`src/hdl/mon_sticky_pkg.sv`:
```
package mon_sticky_pkg;

  // bank geometry
  localparam int NUM_REFS = 6;
  localparam int ADDR_W   = 16;
  localparam int DATA_W   = 8;
  localparam int FLAG_W   = 5;

  // per-reference failure flag registers
  localparam logic [ADDR_W-1:0] REF0_FLAGS_ADDR = 16'h0186;
  localparam logic [ADDR_W-1:0] REF1_FLAGS_ADDR = 16'h0187;
  localparam logic [ADDR_W-1:0] REF2_FLAGS_ADDR = 16'h0188;
  localparam logic [ADDR_W-1:0] REF3_FLAGS_ADDR = 16'h0189;
  localparam logic [ADDR_W-1:0] REF4_FLAGS_ADDR = 16'h018A;
  localparam logic [ADDR_W-1:0] REF5_FLAGS_ADDR = 16'h018B;

  // lock and interrupt registers
  localparam logic [ADDR_W-1:0] STICKY_LOCK_ADDR = 16'h01A0;
  localparam logic [ADDR_W-1:0] IRQ_STATUS_ADDR  = 16'h01A1;
  localparam logic [ADDR_W-1:0] IRQ_CLEAR_ADDR   = 16'h01A2;
  localparam logic [ADDR_W-1:0] IRQ_ENABLE_ADDR  = 16'h01A3;

  // flag field positions
  localparam int PFM_BIT = 4;
  localparam int GST_BIT = 3;
  localparam int CFM_BIT = 2;
  localparam int SCM_BIT = 1;
  localparam int LOS_BIT = 0;

  // reset values
  localparam logic [FLAG_W-1:0]   FLAGS_RST      = 5'h00;
  localparam logic [DATA_W-1:0]   LOCK_RST       = 8'h00;
  localparam logic [NUM_REFS-1:0] IRQ_STATUS_RST = 6'h00;
  localparam logic [NUM_REFS-1:0] IRQ_ENABLE_RST = 6'h00;
  localparam logic [DATA_W-1:0]   RDATA_IDLE     = 8'h00;

  // one reference's failure flags, msb first matches the bit positions
  typedef struct packed {
    logic pfm;
    logic gst;
    logic cfm;
    logic scm;
    logic los;
  } fail_flags_t;

  // host register port request
  typedef struct packed {
    logic [ADDR_W-1:0] addr;
    logic [DATA_W-1:0] wdata;
    logic              wr;
    logic              rd;
  } host_req_t;

endpackage : mon_sticky_pkg

```
`src/hdl/ref_monitor_sticky_flags.sv`:
```
`timescale 1ns/1ps
// Function
// - bit 4 latches a period or frequency failure until the host acknowledges it.
// - bit 3 latches a guard timer failure until the host acknowledges it.
// - bit 2 latches a coarse frequency failure until the host acknowledges it.
// - bit 1 latches a single cycle failure until the host acknowledges it.
// - bit 0 latches a loss of signal until the host acknowledges it.
// - references 1 to 5 follow reference 0 at consecutive addresses, same layout, bits 7:5 reserved.
// - while the lock register is non-zero the monitor cannot update any flag.
module ref_monitor_sticky_flags #(
  parameter int NUM_REFS = mon_sticky_pkg::NUM_REFS
) (
  // clock and reset
  input  wire logic                              i_core_clk,
  input  wire logic                              i_sys_rst,
  // host register port
  input  wire mon_sticky_pkg::host_req_t         i_host_req,
  output logic [mon_sticky_pkg::DATA_W-1:0]      o_rdata,
  // monitor processor events, one-cycle pulses
  input  wire mon_sticky_pkg::fail_flags_t [NUM_REFS-1:0] i_mon_fail,
  output logic                                   o_update_blocked,
  // status outputs
  output mon_sticky_pkg::fail_flags_t [NUM_REFS-1:0] o_ref_flags,
  output logic                                   o_irq
);

  localparam int DW = mon_sticky_pkg::DATA_W;
  localparam int AW = mon_sticky_pkg::ADDR_W;

  typedef struct packed {
    logic [DW-1:0]       lock;
    logic [NUM_REFS-1:0] irq_status;
    logic [NUM_REFS-1:0] irq_enable;
    logic [DW-1:0]       rdata;
  } state_t;

  state_t                                     st_r;
  state_t                                     st_nxt;
  mon_sticky_pkg::fail_flags_t [NUM_REFS-1:0] flags;
  logic [NUM_REFS-1:0]                        new_fail;
  logic [NUM_REFS-1:0]                        flag_wr;
  logic                                       set_allow;
  logic [mon_sticky_pkg::ADDR_W-1:0]          ref_index;
  logic                                       ref_hit;
  mon_sticky_pkg::fail_flags_t                host_keep;

  // field layout of a flag register on the host port
  function automatic logic [DW-1:0] pack_flags(
    input mon_sticky_pkg::fail_flags_t f
  );
    logic [DW-1:0] v;
    v = '0;
    v[mon_sticky_pkg::PFM_BIT] = f.pfm;
    v[mon_sticky_pkg::GST_BIT] = f.gst;
    v[mon_sticky_pkg::CFM_BIT] = f.cfm;
    v[mon_sticky_pkg::SCM_BIT] = f.scm;
    v[mon_sticky_pkg::LOS_BIT] = f.los;
    return v;
  endfunction : pack_flags

  function automatic mon_sticky_pkg::fail_flags_t unpack_flags(
    input logic [DW-1:0] v
  );
    mon_sticky_pkg::fail_flags_t f;
    f.pfm = v[mon_sticky_pkg::PFM_BIT];
    f.gst = v[mon_sticky_pkg::GST_BIT];
    f.cfm = v[mon_sticky_pkg::CFM_BIT];
    f.scm = v[mon_sticky_pkg::SCM_BIT];
    f.los = v[mon_sticky_pkg::LOS_BIT];
    return f;
  endfunction : unpack_flags

  // any non-zero lock freezes monitor updates, events meanwhile are dropped
  assign set_allow        = (st_r.lock == mon_sticky_pkg::LOCK_RST);
  assign o_update_blocked = ~set_allow;

  // flag registers sit at consecutive addresses from reference 0
  assign ref_index = i_host_req.addr - mon_sticky_pkg::REF0_FLAGS_ADDR;
  assign ref_hit   = (i_host_req.addr >= mon_sticky_pkg::REF0_FLAGS_ADDR)
                  && (ref_index < AW'(NUM_REFS));
  // reserved bits 7:5 have no storage behind them
  assign host_keep = unpack_flags(i_host_req.wdata);

  genvar g;
  generate
    for (g = 0; g < NUM_REFS; g++) begin : g_ref
      assign flag_wr[g] = i_host_req.wr && ref_hit
        && (ref_index == AW'(g));
      ref_fail_sticky u_sticky (
        .i_core_clk  (i_core_clk),
        .i_sys_rst   (i_sys_rst),
        .i_fail_set  (i_mon_fail[g]),
        .i_set_allow (set_allow),
        .i_host_wr   (flag_wr[g]),
        .i_host_keep (host_keep),
        .o_flags     (flags[g]),
        .o_new_fail  (new_fail[g])
      );
    end
  endgenerate

  always_comb begin
    st_nxt = st_r;
    // host writes
    if (i_host_req.wr) begin
      if (i_host_req.addr == mon_sticky_pkg::STICKY_LOCK_ADDR) begin
        st_nxt.lock = i_host_req.wdata;
      end else if (i_host_req.addr == mon_sticky_pkg::IRQ_ENABLE_ADDR) begin
        st_nxt.irq_enable = i_host_req.wdata[NUM_REFS-1:0];
      end else if (i_host_req.addr == mon_sticky_pkg::IRQ_CLEAR_ADDR) begin
        st_nxt.irq_status = st_r.irq_status
                          & ~i_host_req.wdata[NUM_REFS-1:0];
      end
    end
    // newly latched failures win over a same-cycle clear
    st_nxt.irq_status = st_nxt.irq_status | new_fail;
    // read data stand only in the cycle after the strobe
    st_nxt.rdata = mon_sticky_pkg::RDATA_IDLE;
    if (i_host_req.rd) begin
      if (ref_hit) begin
        st_nxt.rdata = pack_flags(flags[ref_index[2:0]]);
      end else if (i_host_req.addr == mon_sticky_pkg::STICKY_LOCK_ADDR) begin
        st_nxt.rdata = st_r.lock;
      end else if (i_host_req.addr == mon_sticky_pkg::IRQ_STATUS_ADDR) begin
        st_nxt.rdata = DW'(st_r.irq_status);
      end else if (i_host_req.addr == mon_sticky_pkg::IRQ_ENABLE_ADDR) begin
        st_nxt.rdata = DW'(st_r.irq_enable);
      end
    end
  end

  always_ff @(posedge i_core_clk or posedge i_sys_rst) begin
    if (i_sys_rst) begin
      st_r.lock       <= mon_sticky_pkg::LOCK_RST;
      st_r.irq_status <= mon_sticky_pkg::IRQ_STATUS_RST;
      st_r.irq_enable <= mon_sticky_pkg::IRQ_ENABLE_RST;
      st_r.rdata      <= mon_sticky_pkg::RDATA_IDLE;
    end else begin
      st_r <= st_nxt;
    end
  end

  assign o_rdata     = st_r.rdata;
  assign o_ref_flags = flags;
  assign o_irq       = |(st_r.irq_status & st_r.irq_enable);

endmodule : ref_monitor_sticky_flags

```
`src/hdl/ref_fail_sticky.sv`:
```
`timescale 1ns/1ps
module ref_fail_sticky (
  // clock and reset
  input  wire logic                  i_core_clk,
  input  wire logic                  i_sys_rst,
  // monitor side
  input  wire mon_sticky_pkg::fail_flags_t i_fail_set,
  input  wire logic                  i_set_allow,
  // host side
  input  wire logic                  i_host_wr,
  input  wire mon_sticky_pkg::fail_flags_t i_host_keep,
  // outputs
  output mon_sticky_pkg::fail_flags_t o_flags,
  output logic                       o_new_fail
);

  typedef struct packed {
    mon_sticky_pkg::fail_flags_t flags;
  } state_t;

  state_t                      st_r;
  state_t                      st_nxt;
  mon_sticky_pkg::fail_flags_t keep;
  mon_sticky_pkg::fail_flags_t set;

  always_comb begin
    st_nxt = st_r;
    // zero acknowledges, one leaves the flag alone
    keep = i_host_wr ? (st_r.flags & i_host_keep) : st_r.flags;
    set  = i_set_allow ? i_fail_set : mon_sticky_pkg::fail_flags_t'(0);
    // a failure in the clearing cycle survives: set beats clear
    st_nxt.flags.pfm = keep.pfm | set.pfm;
    st_nxt.flags.gst = keep.gst | set.gst;
    st_nxt.flags.cfm = keep.cfm | set.cfm;
    st_nxt.flags.scm = keep.scm | set.scm;
    st_nxt.flags.los = keep.los | set.los;
  end

  always_ff @(posedge i_core_clk or posedge i_sys_rst) begin
    if (i_sys_rst) begin
      st_r.flags <= mon_sticky_pkg::FLAGS_RST;
    end else begin
      st_r <= st_nxt;
    end
  end

  assign o_flags    = st_r.flags;
  assign o_new_fail = |(set & ~keep);

endmodule : ref_fail_sticky

```
`config.mk`:
```
export PLATFORM = sky130hd
export DESIGN_NAME = ref_monitor_sticky_flags
export DESIGN_NICKNAME = d
export VERILOG_FILES = /design/src/hdl/mon_sticky_pkg.sv /design/src/hdl/ref_monitor_sticky_flags.sv /design/src/hdl/ref_fail_sticky.sv
export SDC_FILE = /design/constraint.sdc
export NUM_CORES = 1
export LEC_CHECK = 0
export BUFFER_PORTS_ARGS = -buffer_cell sky130_fd_sc_hd__buf_2
export CAP_MARGIN = 20
export CELL_PAD_IN_SITES_DETAIL_PLACEMENT = 0
export CELL_PAD_IN_SITES_GLOBAL_PLACEMENT = 1
export CORE_MARGIN = 3
export CORE_UTILIZATION = 38
export DETAILED_ROUTE_END_ITERATION = 6
export HOLD_SLACK_MARGIN = 0.12
export PLACE_DENSITY_LB_ADDON = 0.3
export RECOVER_POWER = 100
export REMOVE_ABC_BUFFERS = 1
export SLEW_MARGIN = 20
export SYNTH_ARGS = -nofsm -noshare
export SYNTH_HDL_FRONTEND = slang
export SYNTH_HIERARCHICAL = 1
export SYNTH_SLANG_ARGS = --single-unit
```
`constraint.sdc`:
```
create_clock -name i_core_clk -period 1.65 [get_ports i_core_clk]
set_clock_uncertainty 0.1 [all_clocks]
set_input_delay 0.165 -clock i_core_clk [delete_from_list [all_inputs] [get_ports i_core_clk]]
set_output_delay 0.165 -clock i_core_clk [all_outputs]
set_load 0.005 [all_outputs]
```
==> flow_summary.toml, run 1 <==
[clock_network]
clockBufferDepth = 2
cts_tree = "done"
htree_levels = 3
clock_sinks = 58
cts_root_buf = "clkbuf_8"
cts_buffers = 9
clock_latency_ns = 0.34
clkTransAtPathRegs_ns = 0.07

[finish]
nets = 619
num-fill-cells = 707
syn_to_final_growth_pct = 61.6
diodes = 0
fin_util_pct = 64.0
multi_input_area_mm2 = 0.00192
sequential_cell_area_mm2 = 0.00145
drive_gt1_share_pct = 45.0
stdcell_count = 670

[pwr]
seqPwrFrac_pct = 42.6
p_leak_uw = 0.00247
p_comb_share_pct = 13.5
pwr_density_cell_mw_per_mm2 = 626
peakVddDrop_v = 0.000404
power_switching_uw = 817
power_uw = 3340
clockPowerShare_pct = 43.9
p_sw_share_pct = 24.5
internal-power_uw = 2520

[worst_setup_path]
setup.worst_path.start_class = "input port"
slowest_delay_ns = 0.54
arrival_ns = 2.78
cp_slowest_cell = "or4_4"
reg2regPathDepth = 8
crit_fanout = 5
crit_family = "compound AO/OA/AOI/OAI gates"
cpMostUsedCell = "buf_6"
critPathKind = "in -> reg"
crit_buf_inv = 3
worstSetupEndpointType = "register"
crit_required_ns = 1.84
path_depth = 12
cp_cell_sequence = "buf_6 > or4_4 > o21a_1 > a2111o_1 > a221o_2 > buf_6 > nor4_4 > inv_2 > o21ai_2 > a22oi_1 > o2111ai_1 > a21o_1"

[die]
coreArea_mm2 = 0.00834
die_y_um = 99.2
start_util_pct = 39.6
die-area_mm2 = 0.00984
die_width_um = 99.2
pin_count = 98
row_count = 33

[detailed_routing]
wl_um = 11500
routed-via-count = 3625
ant_nets = 0
drc = 0
first_iter_violations = 168
dr.pass1.iters = 4
viasPerCell = 5.41
wl_per_cell_um = 17.2

[global_route]
grt_max_degree = 26
grt_overflow = 0
grt_pass1_wl_um = 18300
antenna_found_initial = 0
grt_use_total_pct = 23.7
grt_pass1_vias = 3654

[sta]
relSlewSlack_pct = 59.1
setup_viol = 56
hold_viol = 0
maxSlewViolCount = 0
rsz0062_at_grt = "true"
post-route-min-period_ns = 2.59
worst_slack_ns = -0.942
period_share_pct = 157
fin_setup_tns_ns = -26.74
fmax_ghz = 0.386
tightest_slew_ns = 0.613

[synthesis]
synth_edf_count = 0
synthCells = 360
netlist.area_leader.share_pct = 44.0
yosys-top-cells-area = "dfrtp_1 44%, nand2_1 9.4%, mux2_2 4.8%"
synth_top_area_cell = "dfrtp_1"
ys_warn_count = 6
synth.avg_cell_area_um2 = 9.17
ys_seq_area_share_pct = 44.0
synth_top_cells_by_count = "83 x nand2_1, 58 x dfrtp_1, 24 x o21ai_0"
synth.most_common_cell = "nand2_1"
async_reset_ff_share_pct = 100
synthDistinctLibCells = 46
synthFlopType = "dfrtp_1"
ys_seq_elements = 58
synth_area_mm2 = 0.00330

[outcome]
violations = "setup timing"
outcome = "complete, but fails checks"

[placement]
dp_cells = 609
port_buffers = 97
dpl.hpwl_um = 8170
place.gp.congestion = 0.838

[worst_hold_path]
hp-class = "in -> reg"
holdPathStages = 3

[job]
maxCapViolCount = 0
per-layer routing:
layer / vias up / routed length [um] / global-route usage (%)
met3: 27 / 677 / 5.40
met5: - / 0 / 0
met4: 0 / 238 / 9.77
li1: 1687 / - / -
met1: 1783 / 5000 / 30.1
met2: 128 / 5590 / 38.8
registers in the layout (all words and copies together), names as in the netlist:
name	count
g_ref.u_sticky/o_flags	30
st_r	20
o_rdata	8
cells by family (layout without fill, tap and decap cells):
logic type	Yosys count	in the layout	share of synthesized area [%]
AO/OA/AOI/OAI	78	78	16.8
multiplexers	31	31	11.8
buffers and inverters	50	255	6.86
AND/OR/NAND/NOR	142	142	20.2
adder cells (fa/ha/maj)	1	1	0.379
flip-flops	58	58	44.0
metrics by stage:
step | hold slack [ns] | worst slack (ns) | cell area, um2
finish | 0.152 | -0.942 | 5330
CTS | 0.133 | -0.874 | 5260
global placement | 0.0659 | -1.45 | 4340
detailed placement | 0.0681 | -1.57 | 4340
floorplan | -0.156 | -1.22 | 3180
global route | 0.155 | -1.01 | 5330
tightest hold or removal path, delay by kind of cell:
| kind | cells | cell delay [ns] |
|---|---|---|
| AO/OA/AOI/OAI | 1 | 0.10 |
| AND/OR/NAND/NOR | 1 | 0.09 |
| buffers and inverters | 1 | 0.20 |
cell type report:
| type | count | share of cell area [%] |
|---|---|---|
| clock inverter | 5 | 1.45 |
| inverter | 28 | 2.16 |
| timing repair buffer | 211 | 28.1 |
| sequential | 58 | 27.2 |
| multi-input combinational | 252 | 35.9 |
| clock buffer | 11 | 2.65 |
| tap | 105 | 2.46 |
power by group through the flow:
stage	clock (uW)	sequential [uW]	combinational, uW
2_1_floorplan	0	1450	113
3_3_place_gp	0	1450	331
3_5_place_dp	0	1450	334
4_1_cts	1490	1420	441
5_1_grt	1540	1420	486
6_report	1470	1420	451
layout by cell type, fill, tap and decap left out, drive strengths merged, types with 2 or more instances in the layout:
cell type    Yosys  layout
a22o             5       5
mux2i           12      12
and3             3       3
o22ai            5       5
clkinv           0       2
o2111ai          7       7
nor2             4       4
dlygate4sd3      0      34
a21o             6       6
nand3           20      20
o211ai           2       2
buf             17     153
inv             28      28
and2             2       2
bufinv           0       2
nor3             5       5
a21oi            2       2
a22oi            9       9
o21ai           36      36
nand2b           2       2
or4              3       3
nand4            2       2
mux4             5       5
nor4             9       9
clkbuf           5      35
nand2           83      83
mux2            14      14
dfrtp           58      58
timing repair:
item,CTS,global route
endpoints found under the setup margin,56,56
hold buffers,34,0
pin swaps,41,20
hold endpoints to repair,98,0
resized for setup,72,33
buffers inserted,12,7
worst paths after layout:
path | from | endpoint | slack [ns]
min in group asynchronous | i_sys_rst | st_r[17] | 0.36
max in group asynchronous | i_sys_rst | st_r[8] | 0.25
worst min register to register | st_r[8] | st_r[8] | 0.44
worst max-delay path | i_host_req[24] | st_r[17] | -0.94
worst max register to register | st_r[22] | st_r[16] | -0.10
worst min-delay path | i_host_req[6] | st_r[18] | 0.15
No activity file was read; power rests on OpenSTA's default activity.
==> run 2, diff against run 1 <==
--- a/config.mk
+++ b/config.mk
@@ -14,7 +14,6 @@
 export DETAILED_ROUTE_END_ITERATION = 6
 export HOLD_SLACK_MARGIN = 0.12
 export PLACE_DENSITY_LB_ADDON = 0.3
-export RECOVER_POWER = 100
 export REMOVE_ABC_BUFFERS = 1
 export SLEW_MARGIN = 20
 export SYNTH_ARGS = -nofsm -noshare
==> constraint.sdc (replaced) <==
create_clock -name i_core_clk -period 1.65 [get_ports i_core_clk]
set_clock_uncertainty 0.1 [all_clocks]
set_input_delay 0.2475 -clock i_core_clk [delete_from_list [all_inputs] [get_ports i_core_clk]]
set_output_delay 0.2475 -clock i_core_clk [all_outputs]
set_load 0.005 [all_outputs]
==> run 2 against run 1 <==
Non-clock buffer count grew 5. The run still ends with setup timing left. Sequential power is essentially flat. Largest power group is now sequential cells. Largest cell class unchanged. Critical path depth is the same. Register-to-register slack gained 0.02 ns. Worst setup slack lost 0.088 ns. Critical path type unchanged. Via count shrank 1.5%. Cell count grew 0.60%. Critical endpoint unchanged. Highest routed layer unchanged. Routed wire length shrank 0.50%. Worst hold slack gained 0.095 ns.
==> flow_summary.toml, run 2 (synthesized netlist as in run 1, its figures left out) <==
[outcome]
outcome = "complete, but fails checks"
violations = "setup timing"

[clock_network]
cts_root_buf = "clkbuf_8"
cts_tree = "done"
clkTransAtPathRegs_ns = 0.07
clock_sinks = 58
clock_latency_ns = 0.34
htree_levels = 3
clockBufferDepth = 2
cts_buffers = 9

[sta]
setup_viol = 56
rsz0062_at_grt = "true"
fmax_ghz = 0.373
hold_viol = 0
worst_slack_ns = -1.03
relSlewSlack_pct = 49.7
post-route-min-period_ns = 2.68
period_share_pct = 162
maxSlewViolCount = 0
tightest_slew_ns = 0.755

[worst_setup_path]
r2r_start = "st_r[24]"
crit_required_ns = 1.82
setup.worst_path.start_class = "input port"
crit_fanout = 5
worstSetupEndpointType = "register"
reg2regPathDepth = 8
arrival_ns = 2.85
timing.rr.end = "st_r[16]"
reg2reg_slack_ns = -0.08
critPathKind = "in -> reg"

[placement]
dp_cells = 610
port_buffers = 97
postPlaceCellArea_mm2 = 0.00435
dpl.hpwl_um = 8150
dp_slack_ns = -1.62
place.gp.congestion = 0.838

[pwr]
p_leak_uw = 0.00252
pwr_density_cell_mw_per_mm2 = 583
internal-power_uw = 2310
peakVddDrop_v = 0.000338
p_comb_share_pct = 14.2
clockPowerShare_pct = 40.1
p_sw_share_pct = 25.8
power_switching_uw = 803
seqPwrFrac_pct = 45.6

[global_route]
antenna_found_initial = 0
grt_overflow = 0
grt_max_degree = 26
grt_use_total_pct = 24.0
grt_pass1_wl_um = 18600
use_met3_pct = 5.54
grt_pass1_vias = 3834
gr-usage-met2_pct = 39.8
grtUsageMet1_pct = 30.0
top_usage_layer = "met2"

[die]
start_util_pct = 39.6
pin_count = 98
die_y_um = 99.2
die-area_mm2 = 0.00984
die_width_um = 99.2
row_count = 33
coreArea_mm2 = 0.00834

[finish]
nets = 624
layout_common_cells = "93 x buf_2, 75 x nand2_1, 72 x buf_4, 58 x dfrtp_1, 34 x dlygate4sd3_1"
largest_reg_flops = 30
diodes = 0
stdcell_count = 674
fin_area_mm2 = 0.00535
layout_commonest_cell = "buf_2"
drive_gt1_share_pct = 49.2
syn_to_final_growth_pct = 62.1

[worst_hold_path]
hold_end = "st_r[18]"
hold_start = "i_host_req[6]"
holdPathStages = 3
hp-class = "in -> reg"

[job]
maxCapViolCount = 0

[detailed_routing]
dr.pass1.iters = 4
first_iter_violations = 202
drc = 0
viasPerCell = 5.30
wl_um = 11500
wl_per_cell_um = 17.0
routed-via-count = 3571
ant_nets = 0
==> run 2: area by class of cell <==
class	instances	area, um2
fillers	702	2990
multi-input cells	252	1900
repair buffers	216	1560
flip-flops and latches	58	1450
well taps	105	131
clock buffers	9	124
inverters	28	120
clock inverters	6	58.8
==> run 2: power groups by stage <==
stage / Combinational (uW) / Clock (uW) / Sequential, uW
after global placement: 332 / 0 / 1450
after detailed placement: 336 / 0 / 1450
after CTS: 434 / 1270 / 1420
final: 444 / 1250 / 1420
after floorplan: 113 / 0 / 1450
after global routing: 485 / 1320 / 1420
==> run 2: repair_timing <==
item                       4_1_cts  5_1_grt
setup endpoints to repair       56       56
hold endpoints to repair        93        0
gates resized for setup         82       17
pin swaps                       50       14
buffers inserted                17        3
hold buffers                    34        0
==> run 2: worst max-delay path, stage by stage <==
cell	delay, ns
buf_6	0.09
or4_4	0.53
o21a_1	0.20
a2111o_1	0.30
a221o_2	0.47
buf_6	0.15
nor4_4	0.13
inv_2	0.12
o21ai_2	0.17
a22oi_1	0.10
o2111ai_1	0.21
a21o_1	0.12
==> run 2: per-layer routing <==
metal | share of wire (%) | wire [um] | vias to the layer above
li1 | - | - | 1697
met1 | 42 | 4770 | 1713
met2 | 50 | 5670 | 137
met3 | 6.5 | 749 | 24
met4 | 2.2 | 255 | 0
met5 | 0 | 0 | -
==> run 2: stage by stage <==
stage | hold WS [ns] | utilization (%) | TNS, ns | power (uW)
floorplan | -0.0740 | - | -43.92 | 1560
global placement | 0.148 | 52.1 | -60.06 | 1780
detailed placement | 0.148 | 52.1 | -63.32 | 1790
CTS | 0.217 | 63.3 | -31.59 | 3130
global route | 0.256 | 64.1 | -36.94 | 3220
finish | 0.247 | 64.1 | -33.26 | 3120
==> run 2: worst max path at each step <==
stage	from	to	depth (start not counted)
finish	i_host_req[24]	st_r[17]	12
CTS	i_host_req[24]	st_r[17]	13
detailed placement	i_host_req[21]	st_r[17]	13
global placement	i_host_req[21]	st_r[19]	12
floorplan	i_host_req[21]	st_r[17]	10
global route	i_host_req[24]	st_r[17]	13
